### src/shared/bah_regs.svh
// timing counts and widths for the backplane arbitration handshake master
`ifndef BAH_REGS_SVH
`define BAH_REGS_SVH

`define BAH_ADDR_W          16
`define BAH_DATA_W          16
`define BAH_NUM_LEVELS      5
`define BAH_CLK_PERIOD_NS   40
// strobe delay after address, data and flags (longer than 25 ns skew)
`define BAH_SKEW_NS         25
`define BAH_TRANSFER_STROBE_DELAY_NS   50
`define BAH_TRANSFER_STROBE_DELAY_CYC  ((`BAH_TRANSFER_STROBE_DELAY_NS + `BAH_CLK_PERIOD_NS - 1) / `BAH_CLK_PERIOD_NS)
`define BAH_TMR_W           4

`endif

### src/shared/bah_pkg.sv
// types shared by the backplane arbitration handshake master
`default_nettype none
`include "bah_regs.svh"

package bah_pkg;

  typedef enum logic [3:0] {
    BAH_IDLE,
    BAH_SELECT,
    BAH_WAIT_BUS,
    BAH_SETUP,
    BAH_STROBE,
    BAH_RMW_GAP,
    BAH_WR_SETUP,
    BAH_WR_HALF
  } bah_state_t;

  // one transfer asked for by the user side
  typedef struct packed {
    logic [`BAH_ADDR_W-1:0] addr;
    logic [`BAH_DATA_W-1:0] wdata;
    logic                   write;
    logic                   byte_mode;
    logic                   read_modify_write;
  } bah_cmd_t;

  // lines driven onto the backplane, asserted high (receiver inverts)
  typedef struct packed {
    logic [`BAH_NUM_LEVELS-1:0] bus_request;
    logic                       select_acknowledge;
    logic                       transfer_strobe;
    logic                       chain_pulse_out;
    logic [`BAH_ADDR_W-1:0]     address_lines;
    logic                       address_oe;
    logic [`BAH_DATA_W-1:0]     data_lines;
    logic                       data_oe;
    logic                       write_flag;
    logic                       byte_flag;
    logic                       half_cycle_flag;
    logic                       flags_oe;
  } bah_bus_out_t;

  // lines seen on the backplane, asserted high
  typedef struct packed {
    logic [`BAH_NUM_LEVELS-1:0] bus_grant;
    logic                       chain_pulse_in;
    logic                       select_acknowledge;
    logic                       transfer_strobe;
    logic                       completion;
    logic                       quit;
    logic [`BAH_DATA_W-1:0]     data_lines;
  } bah_bus_in_t;

  // whole state of the master
  typedef struct packed {
    bah_state_t             state;
    bah_cmd_t               cmd;
    logic                   write_half;
    logic                   chain_q;
    logic                   done_q;
    logic                   cmd_ready;
    logic                   resp_valid;
    logic                   resp_error;
    logic [`BAH_DATA_W-1:0] rdata;
    bah_bus_out_t           bus;
  } bah_state_reg_t;

endpackage

`default_nettype wire

### src/hw/bah_master.sv
// plug-in bus master: requests, chain pass-through, select ack, service cycle
// What this block does
// - raise request, hold it until acknowledge, then drop it promptly
// - pass chain pulse unchanged when not requesting on the granted level
// - acknowledge on chain pulse while requesting and own grant seen
// - hold acknowledge until own strobe seen, then drop it quickly
// - selected module starts service when strobe seen idle, then strobes
// - drive address and flags on idle bus, remove them with strobe
// - slaves decode address only on leading edge of strobe
// - strobe asserted after address and write data by at least skew
// - remove strobe as soon as completion pulse arrives
// - write data removed with strobe, stable at strobe assertion
// - slave read data precedes completion, released after strobe drops
// - strobe removal at any time disables slave data and completion
// - slave completion pulse is 40 to 60 ns
// - read-modify-write holds strobe over both halves, two completions
// - in read-modify-write slave drops read data soon after completion
// - half-cycle flag only in read half; write flag starts write half
`default_nettype none
`include "bah_regs.svh"

module bah_master #(
  parameter int LEVEL      = 0,
  parameter int DELAY_CYC  = `BAH_TRANSFER_STROBE_DELAY_CYC
) (
  input  wire logic                      clk_in,
  input  wire logic                      rst_b_in,
  input  wire logic                      cmd_valid_in,
  input  wire bah_pkg::bah_cmd_t         cmd_in,
  output logic                           cmd_ready_out,
  output logic                           resp_valid_out,
  output logic                           resp_error_out,
  output logic [`BAH_DATA_W-1:0]         resp_rdata_out,
  input  wire bah_pkg::bah_bus_in_t      bus_in,
  output bah_pkg::bah_bus_out_t          bus_out
);

  localparam logic [`BAH_TMR_W-1:0] DELAY_LOAD = DELAY_CYC[`BAH_TMR_W-1:0];

  bah_pkg::bah_state_reg_t regs_ff;
  bah_pkg::bah_state_reg_t nxt_regs;
  logic                    tmr_start;
  logic                    tmr_expired;
  logic                    chain_rise;
  logic                    done_rise;
  logic                    own_grant;
  logic                    requesting;

  // delay from address gating to strobe
  bah_delay #(
    .W           (`BAH_TMR_W)
  ) u_delay (
    .clk_in      (clk_in),
    .rst_b_in    (rst_b_in),
    .start_in    (tmr_start),
    .count_in    (DELAY_LOAD),
    .expired_out (tmr_expired)
  );

  // edge views of the asynchronous handshake lines, plus our grant and request levels
  assign chain_rise = bus_in.chain_pulse_in && !regs_ff.chain_q;
  assign done_rise  = bus_in.completion && !regs_ff.done_q;
  assign own_grant  = bus_in.bus_grant[LEVEL];
  assign requesting = regs_ff.bus.bus_request[LEVEL];

  // next-state logic for the whole master
  always_comb begin
    nxt_regs            = regs_ff;
    tmr_start           = 1'b0;
    nxt_regs.chain_q    = bus_in.chain_pulse_in;
    nxt_regs.done_q     = bus_in.completion;
    nxt_regs.resp_valid = 1'b0;
    nxt_regs.resp_error = 1'b0;
    // chain passes through a single registered gate unless we claim it
    nxt_regs.bus.chain_pulse_out = bus_in.chain_pulse_in &&
                                   !(requesting && own_grant);

    unique case (regs_ff.state)
      bah_pkg::BAH_IDLE: begin
        if (cmd_valid_in && regs_ff.cmd_ready) begin
          nxt_regs.cmd                     = cmd_in;
          nxt_regs.cmd_ready               = 1'b0;
          nxt_regs.write_half              = 1'b0;
          nxt_regs.bus.bus_request[LEVEL]  = 1'b1;
          nxt_regs.state                   = bah_pkg::BAH_SELECT;
        end
      end
      bah_pkg::BAH_SELECT: begin
        // claim the chain pulse when our level is granted
        if (chain_rise && own_grant) begin
          nxt_regs.bus.select_acknowledge = 1'b1;
          nxt_regs.bus.bus_request        = '0;
          nxt_regs.state                  = bah_pkg::BAH_WAIT_BUS;
        end
      end
      bah_pkg::BAH_WAIT_BUS: begin
        // bus idle: gate address, flags and write data together
        if (!bus_in.transfer_strobe) begin
          nxt_regs.bus.address_lines   = regs_ff.cmd.addr;
          nxt_regs.bus.address_oe      = 1'b1;
          nxt_regs.bus.write_flag      = regs_ff.cmd.write &&
                                         !regs_ff.cmd.read_modify_write;
          nxt_regs.bus.byte_flag       = regs_ff.cmd.byte_mode;
          nxt_regs.bus.half_cycle_flag = regs_ff.cmd.read_modify_write;
          nxt_regs.bus.flags_oe        = 1'b1;
          nxt_regs.bus.data_lines      = regs_ff.cmd.wdata;
          nxt_regs.bus.data_oe         = regs_ff.cmd.write &&
                                         !regs_ff.cmd.read_modify_write;
          tmr_start                    = 1'b1;
          nxt_regs.state               = bah_pkg::BAH_SETUP;
        end
      end
      bah_pkg::BAH_SETUP: begin
        // strobe goes last, after the skew delay
        if (tmr_expired) begin
          nxt_regs.bus.transfer_strobe = 1'b1;
          nxt_regs.state               = bah_pkg::BAH_STROBE;
        end
      end
      bah_pkg::BAH_STROBE, bah_pkg::BAH_WR_HALF: begin
        // release acknowledge once our own strobe is seen on the bus
        if (bus_in.transfer_strobe) begin
          nxt_regs.bus.select_acknowledge = 1'b0;
        end
        if (done_rise) begin
          if (!regs_ff.write_half && !regs_ff.cmd.write) begin
            nxt_regs.rdata = bus_in.data_lines;
          end
          if (regs_ff.cmd.read_modify_write && !regs_ff.write_half) begin
            // strobe stays up into the write half
            nxt_regs.bus.half_cycle_flag = 1'b0;
            nxt_regs.state               = bah_pkg::BAH_RMW_GAP;
          end else begin
            nxt_regs.bus.transfer_strobe = 1'b0;
            nxt_regs.bus.address_oe      = 1'b0;
            nxt_regs.bus.flags_oe        = 1'b0;
            nxt_regs.bus.write_flag      = 1'b0;
            nxt_regs.bus.byte_flag       = 1'b0;
            nxt_regs.bus.data_oe         = 1'b0;
            nxt_regs.bus.select_acknowledge = 1'b0;
            nxt_regs.resp_valid          = 1'b1;
            nxt_regs.cmd_ready           = 1'b1;
            nxt_regs.state               = bah_pkg::BAH_IDLE;
          end
        end
      end
      bah_pkg::BAH_RMW_GAP: begin
        // wait for the read completion to end, then place write data
        if (!bus_in.completion) begin
          nxt_regs.bus.data_lines = regs_ff.cmd.wdata;
          nxt_regs.bus.data_oe    = 1'b1;
          nxt_regs.write_half     = 1'b1;
          tmr_start               = 1'b1;
          nxt_regs.state          = bah_pkg::BAH_WR_SETUP;
        end
      end
      bah_pkg::BAH_WR_SETUP: begin
        // write flag opens the write half once data has settled
        if (tmr_expired) begin
          nxt_regs.bus.write_flag = 1'b1;
          nxt_regs.state          = bah_pkg::BAH_WR_HALF;
        end
      end
    endcase

    // quit from the controller aborts a transfer in any state past BAH_SELECT
    if (bus_in.quit && regs_ff.state != bah_pkg::BAH_IDLE &&
        regs_ff.state != bah_pkg::BAH_SELECT) begin
      nxt_regs.bus.transfer_strobe    = 1'b0;
      nxt_regs.bus.select_acknowledge = 1'b0;
      nxt_regs.bus.address_oe         = 1'b0;
      nxt_regs.bus.flags_oe           = 1'b0;
      nxt_regs.bus.write_flag         = 1'b0;
      nxt_regs.bus.byte_flag          = 1'b0;
      nxt_regs.bus.half_cycle_flag    = 1'b0;
      nxt_regs.bus.data_oe            = 1'b0;
      nxt_regs.bus.bus_request        = '0;
      nxt_regs.resp_error             = 1'b1;
      nxt_regs.cmd_ready              = 1'b1;
      nxt_regs.state                  = bah_pkg::BAH_IDLE;
      tmr_start                       = 1'b0;
    end
  end

  // state register
  always_ff @(posedge clk_in) begin
    if (!rst_b_in) begin
      regs_ff           <= '0;
      regs_ff.state     <= bah_pkg::BAH_IDLE;
      regs_ff.cmd_ready <= 1'b1;
    end else begin
      regs_ff <= nxt_regs;
    end
  end

  // outputs straight from the state register
  assign cmd_ready_out  = regs_ff.cmd_ready;
  assign resp_valid_out = regs_ff.resp_valid;
  assign resp_error_out = regs_ff.resp_error;
  assign resp_rdata_out = regs_ff.rdata;
  assign bus_out        = regs_ff.bus;

endmodule

`default_nettype wire

### src/hw/bah_delay.sv
// down-counter that marks when a programmed number of cycles has elapsed
`default_nettype none

module bah_delay #(
  parameter int W = 4
) (
  input  wire logic         clk_in,
  input  wire logic         rst_b_in,
  input  wire logic         start_in,
  input  wire logic [W-1:0] count_in,
  output logic              expired_out
);

  typedef struct packed {
    logic [W-1:0] count;
    logic         armed;
  } bah_delay_state_t;

  bah_delay_state_t state_ff;
  bah_delay_state_t nxt_state;

  // load on start, then count down to zero and hold
  always_comb begin
    nxt_state = state_ff;
    if (start_in) begin
      nxt_state.count = count_in;
      nxt_state.armed = 1'b1;
    end else if (state_ff.count != '0) begin
      nxt_state.count = state_ff.count - 1'b1;
    end
  end

  // state register
  always_ff @(posedge clk_in) begin
    if (!rst_b_in) begin
      state_ff <= '0;
    end else begin
      state_ff <= nxt_state;
    end
  end

  // level while armed and run out, until the next start
  assign expired_out = state_ff.armed && (state_ff.count == '0) && !start_in;

endmodule

`default_nettype wire

### config.mk
export PLATFORM = sky130hd
export DESIGN_NAME = bah_master
export DESIGN_NICKNAME = d
export VERILOG_FILES = /design/src/shared/bah_pkg.sv /design/src/hw/bah_master.sv /design/src/hw/bah_delay.sv
export VERILOG_INCLUDE_DIRS = /design/src /design/src/shared
export SDC_FILE = /design/constraint.sdc
export NUM_CORES = 1
export LEC_CHECK = 0
export BUFFER_PORTS_ARGS = -buffer_cell sky130_fd_sc_hd__clkbuf_2
export CAP_MARGIN = 20
export CORE_ASPECT_RATIO = 1.75
export CORE_MARGIN = 3
export CORE_UTILIZATION = 47
export DETAILED_ROUTE_END_ITERATION = 12
export PLACE_DENSITY = 0.8
export SETUP_SLACK_MARGIN = 0.1
export SYNTH_ARGS = -nofsm -noshare
export SYNTH_HDL_FRONTEND = slang
export SYNTH_HIERARCHICAL = 1
export SYNTH_SLANG_ARGS = --single-unit
### constraint.sdc
create_clock -name clk_in -period 2.45 [get_ports clk_in]
set_input_delay 0 -clock clk_in [delete_from_list [all_inputs] [get_ports clk_in]]
set_output_delay 0 -clock clk_in [all_outputs]
set_load 0.01 [all_outputs]
==> implementation parameters <==
Parameter                              Value

CTS
  Total of cells resized after clock tree synthesis ... 0
  Clock Root Buffer ... sky130_fd_sc_hd__clkbuf_16
  Clock sink count ... approximately 110
  CTS tree ... done
  H-tree levels ... 3
  Reg clk slew, reported paths ... approximately 0.07 ns
  Setup fix buffers added after clock tree synthesis ... 0
  Number of buffers created by CTS ... 9
  Clock latency of the later-clocked register in the worst-skew pair ... 0.34 ns
  Clock tree buffer depth ... 2
  Number of hold buffers added after cts ... 55

GRT
  Antenna violations before repair ... 0
  Total global routing overflow ... 0
  First-pass GRT wire length ... ~19000 um
  Vias in the first global route ... 4047
  GRT Resource Usage Total ... 20.58%
  Largest net degree at the start of global routing ... 65

Cells and area
  Area growth from synthesis to final layout ... 22.76%
  Post-layout net count ... between 700 and 800
  Core occupancy in the finished layout ... between 50% and 60%
  Share of cells above drive strength 1 ... about a quarter
  Count of antenna diodes in the layout ... 0

STA
  Transition time at the pin with the least slew margin ... roughly 0.54 ns
  Post-route clock period utilization ... between 80% and 90%
  Setup tns final ... 0 ns
  Max-slew violation count ... 0
  Number of failing hold endpoints at the final stage ... 0
  Setup violations, final ... 0
  Min Tclk post-route ... around 2.1 ns
  Max Clk Rate ... between 0.4 and 0.5 GHz
  Unrepaired setup endpoints after global routing ... false
  Worst-case headroom to the max-slew limit ... 63.76%
  Clock skew after layout ... ~0.0075 ns
  Post-route worst hold slack ... between 0.09 and 0.1 ns
  Setup ws final ... approximately 0.32 ns

Place
  Worst slack at placement ... approximately 0.38 ns
  Count of buffers from port buffering ... between 100 and 150
  HPWL Detailed ... roughly 7500 um
  Placer's final routability congestion estimate ... 0.9104

Yosys
  Portion of the post-synthesis area used by sequential elements ... ~44%
  Post-synthesis cell area ... about 4800 sq um
  Synth area leaders ... sky130_fd_sc_hd__dfxtp_1 44%, sky130_fd_sc_hd__nand2_1 11%, sky130_fd_sc_hd__buf_4 10%, sky130_fd_sc_hd__a21boi_0 7.0%, sky130_fd_sc_hd__a21boi_1 3.6%
  Cell with the most instances after synthesis ... sky130_fd_sc_hd__nand2_1
  Count of flip-flops with a built-in enable after synthesis ... 0
  Synth top area share ... between 40% and 50%
  Flops & latches, synth ... approximately 110
  Async set-or-reset flop fraction in the synthesized netlist ... 0%
  Post-synth top area cell ... sky130_fd_sc_hd__dfxtp_1
  Most common flop cell mapped by yosys ... sky130_fd_sc_hd__dfxtp_1
  Number of warnings printed during yosys synthesis ... 6
  Average footprint of a synthesized cell ... about 8.8 sq um
  Netlist cell types ... 60
  Top cell types by occurrence after synthesis ... 141 x sky130_fd_sc_hd__nand2_1, 106 x sky130_fd_sc_hd__dfxtp_1, 66 x sky130_fd_sc_hd__buf_4, 45 x sky130_fd_sc_hd__a21boi_0, 23 x sky130_fd_sc_hd__a21boi_1
  Gate Count Post-Synth ... 546

Setup path
  Kind of capture point of the worst setup path ... register
  Worst path required time ... between 2 and 3 ns
  Crit path launch type ... register
  Maximum fanout along the worst path ... 12
  Worst Path Arrival ... 2.37 ns
  Category of the critical setup timing path ... register to register

Pwr
  Clock network fraction of design power ... 33.0%
  Portion of total power attributed to sequential cells ... a little over two fifths
  Leak pwr ... about 2.5 nW
  Internal power of the cells ... 0.003281 W
  Power density over the cells ... 780.9 nW/um^2
  Highest ir drop seen on vdd ... 0.5625 mV
  Combinational group share of total power ... a little under a quarter
  Switching Fraction ... 28.94%
  Net Sw Power ... between 0.001 and 0.0015 W

Routing
  Via total after detailed routing ... roughly 4000
  Antenna Nets Post-Route ... 0
  DR iter-0 viols ... 235
  Vias/cell ... around 5.1
  Wire per inst ... 14.94 um
  DRC errors left ... 0
  Sum of routed wire length over all layers ... roughly 12000 um
  Length of the first detailed-routing pass in iterations ... 5

Flow run
  MaxCap Viol Count ... 0

Floorplan
  Initial standard-cell utilization of the core ... 48.60%
  I/O pin count ... between 100 and 150
  Standard cell core area ... 9910 sq um
  Die width ... ~83 um
  DIE HEIGHT ... around 140 um
  Number of core rows ... 48
  Die area ... about 12000 sq um

Outcome
  Run status ... completed

Min path
  Worst hold path class ... input pin to register
## routing by layer
| layer | part of all wire (%) | routed length (um) | track usage [%] | vias up |
|---|---|---|---|---|
| met5 | 0 | 0 | 0 | - |
| met4 | 3.2 | 371 | 10.16 | 0 |
| met3 | 6.0 | 702 | 4.376 | 36 |
| met2 | 53 | 6224 | 36.55 | 163 |
| met1 | 38 | 4429 | 22.15 | 1814 |
| li1 | - | - | - | 1960 |
## layout make-up
class / count / area [sq um]
Fill cell: 849 / 3998
Sequential cell: 106 / 2122
Multi-Input combinational cell: 346 / 2033
Timing Repair Buffer: 188 / 1264
Clock buffer: 10 / 239.0
Tap cell: 125 / 156.4
Clock inverter: 5 / 78.83
Inverter: 5 / 18.77
## critical path, cell delays in order (launching register included)
cell and delay [ns]:
sky130_fd_sc_hd__dfxtp_1 0.34, sky130_fd_sc_hd__buf_4 0.19, sky130_fd_sc_hd__or2_0 0.24, sky130_fd_sc_hd__a21oi_1 0.22
sky130_fd_sc_hd__and3b_2 0.25, sky130_fd_sc_hd__nor2b_1 0.14, sky130_fd_sc_hd__a211o_1 0.26, sky130_fd_sc_hd__a311o_1 0.29
sky130_fd_sc_hd__o31ai_1 0.09
## kinds of logic after synthesis
logic type               count (synthesis)  synth area share (%)
multiplexers                            17                 3.559
AO/OA/AOI/OAI                          106                 16.26
buffers and inverters                  100                 14.19
flip-flops                             106                 44.06
other                                    2                0.1559
AND/OR/NAND/NOR                        209                 20.53
XOR/XNOR                                 4                0.7274
adder cells (fa/ha/maj)                  2                0.5195
## power groups by stage
stage / clock, W / sequential, W / combinational, W
floorplan: 0 / 0.00203 / 0.000785
global placement: 0 / 0.00205 / 0.000937
CTS: 0.00157 / 0.00202 / 0.00106
global route: 0.00164 / 0.00204 / 0.00118
detailed placement: 0 / 0.00206 / 0.000988
finish: 0.00153 / 0.00202 / 0.00107
## flip-flops by register name, summed over array words and instances, names as in the netlist
signal and flops:
bus_out 41, cmd_ready_out 1, regs_ff 41, resp_error_out 1
resp_rdata_out 16, resp_valid_out 1, u_delay/state_ff 5
## placed cells by master, fill, tap and decap left out, types with 3 or more instances in the layout
cell type / count
sky130_fd_sc_hd__nor2_1: 6
sky130_fd_sc_hd__buf_4: 13
sky130_fd_sc_hd__o31ai_1: 3
sky130_fd_sc_hd__mux2i_1: 16
sky130_fd_sc_hd__conb_1: 8
sky130_fd_sc_hd__dfxtp_1: 106
sky130_fd_sc_hd__clkbuf_2: 119
sky130_fd_sc_hd__a21boi_1: 23
sky130_fd_sc_hd__a21boi_0: 45
sky130_fd_sc_hd__nor2b_1: 19
sky130_fd_sc_hd__a21oi_1: 9
sky130_fd_sc_hd__nand3_1: 9
sky130_fd_sc_hd__xnor2_1: 4
sky130_fd_sc_hd__nor3_1: 4
sky130_fd_sc_hd__clkbuf_16: 9
sky130_fd_sc_hd__o21ai_0: 3
sky130_fd_sc_hd__and2_1: 4
sky130_fd_sc_hd__nand2b_1: 5
sky130_fd_sc_hd__dlygate4sd3_1: 55
sky130_fd_sc_hd__nand2_1: 141
sky130_fd_sc_hd__inv_1: 5
## worst paths after layout
check,start,to,slack [ns],cells after the start
worst min register to register,bus_out[18],bus_out[18],0.46,2
worst min-delay path,bus_in[18],bus_out[40],0.1,4
worst max register to register,regs_ff[104],regs_ff[103],0.32,8
worst max-delay path,regs_ff[104],regs_ff[103],0.32,8
## per-stage QoR
stage | std cells | area, sq um | total power (W)
floorplan | 552 | 4838 | 0.002811
global placement | 715 | 5044 | 0.002983
detailed placement | 715 | 5044 | 0.003046
CTS | 785 | 5912 | 0.004645
global route | 785 | 5912 | 0.004859
finish | 785 | 5912 | 0.004617
Note: power is estimated with default switching activity, not from simulation.
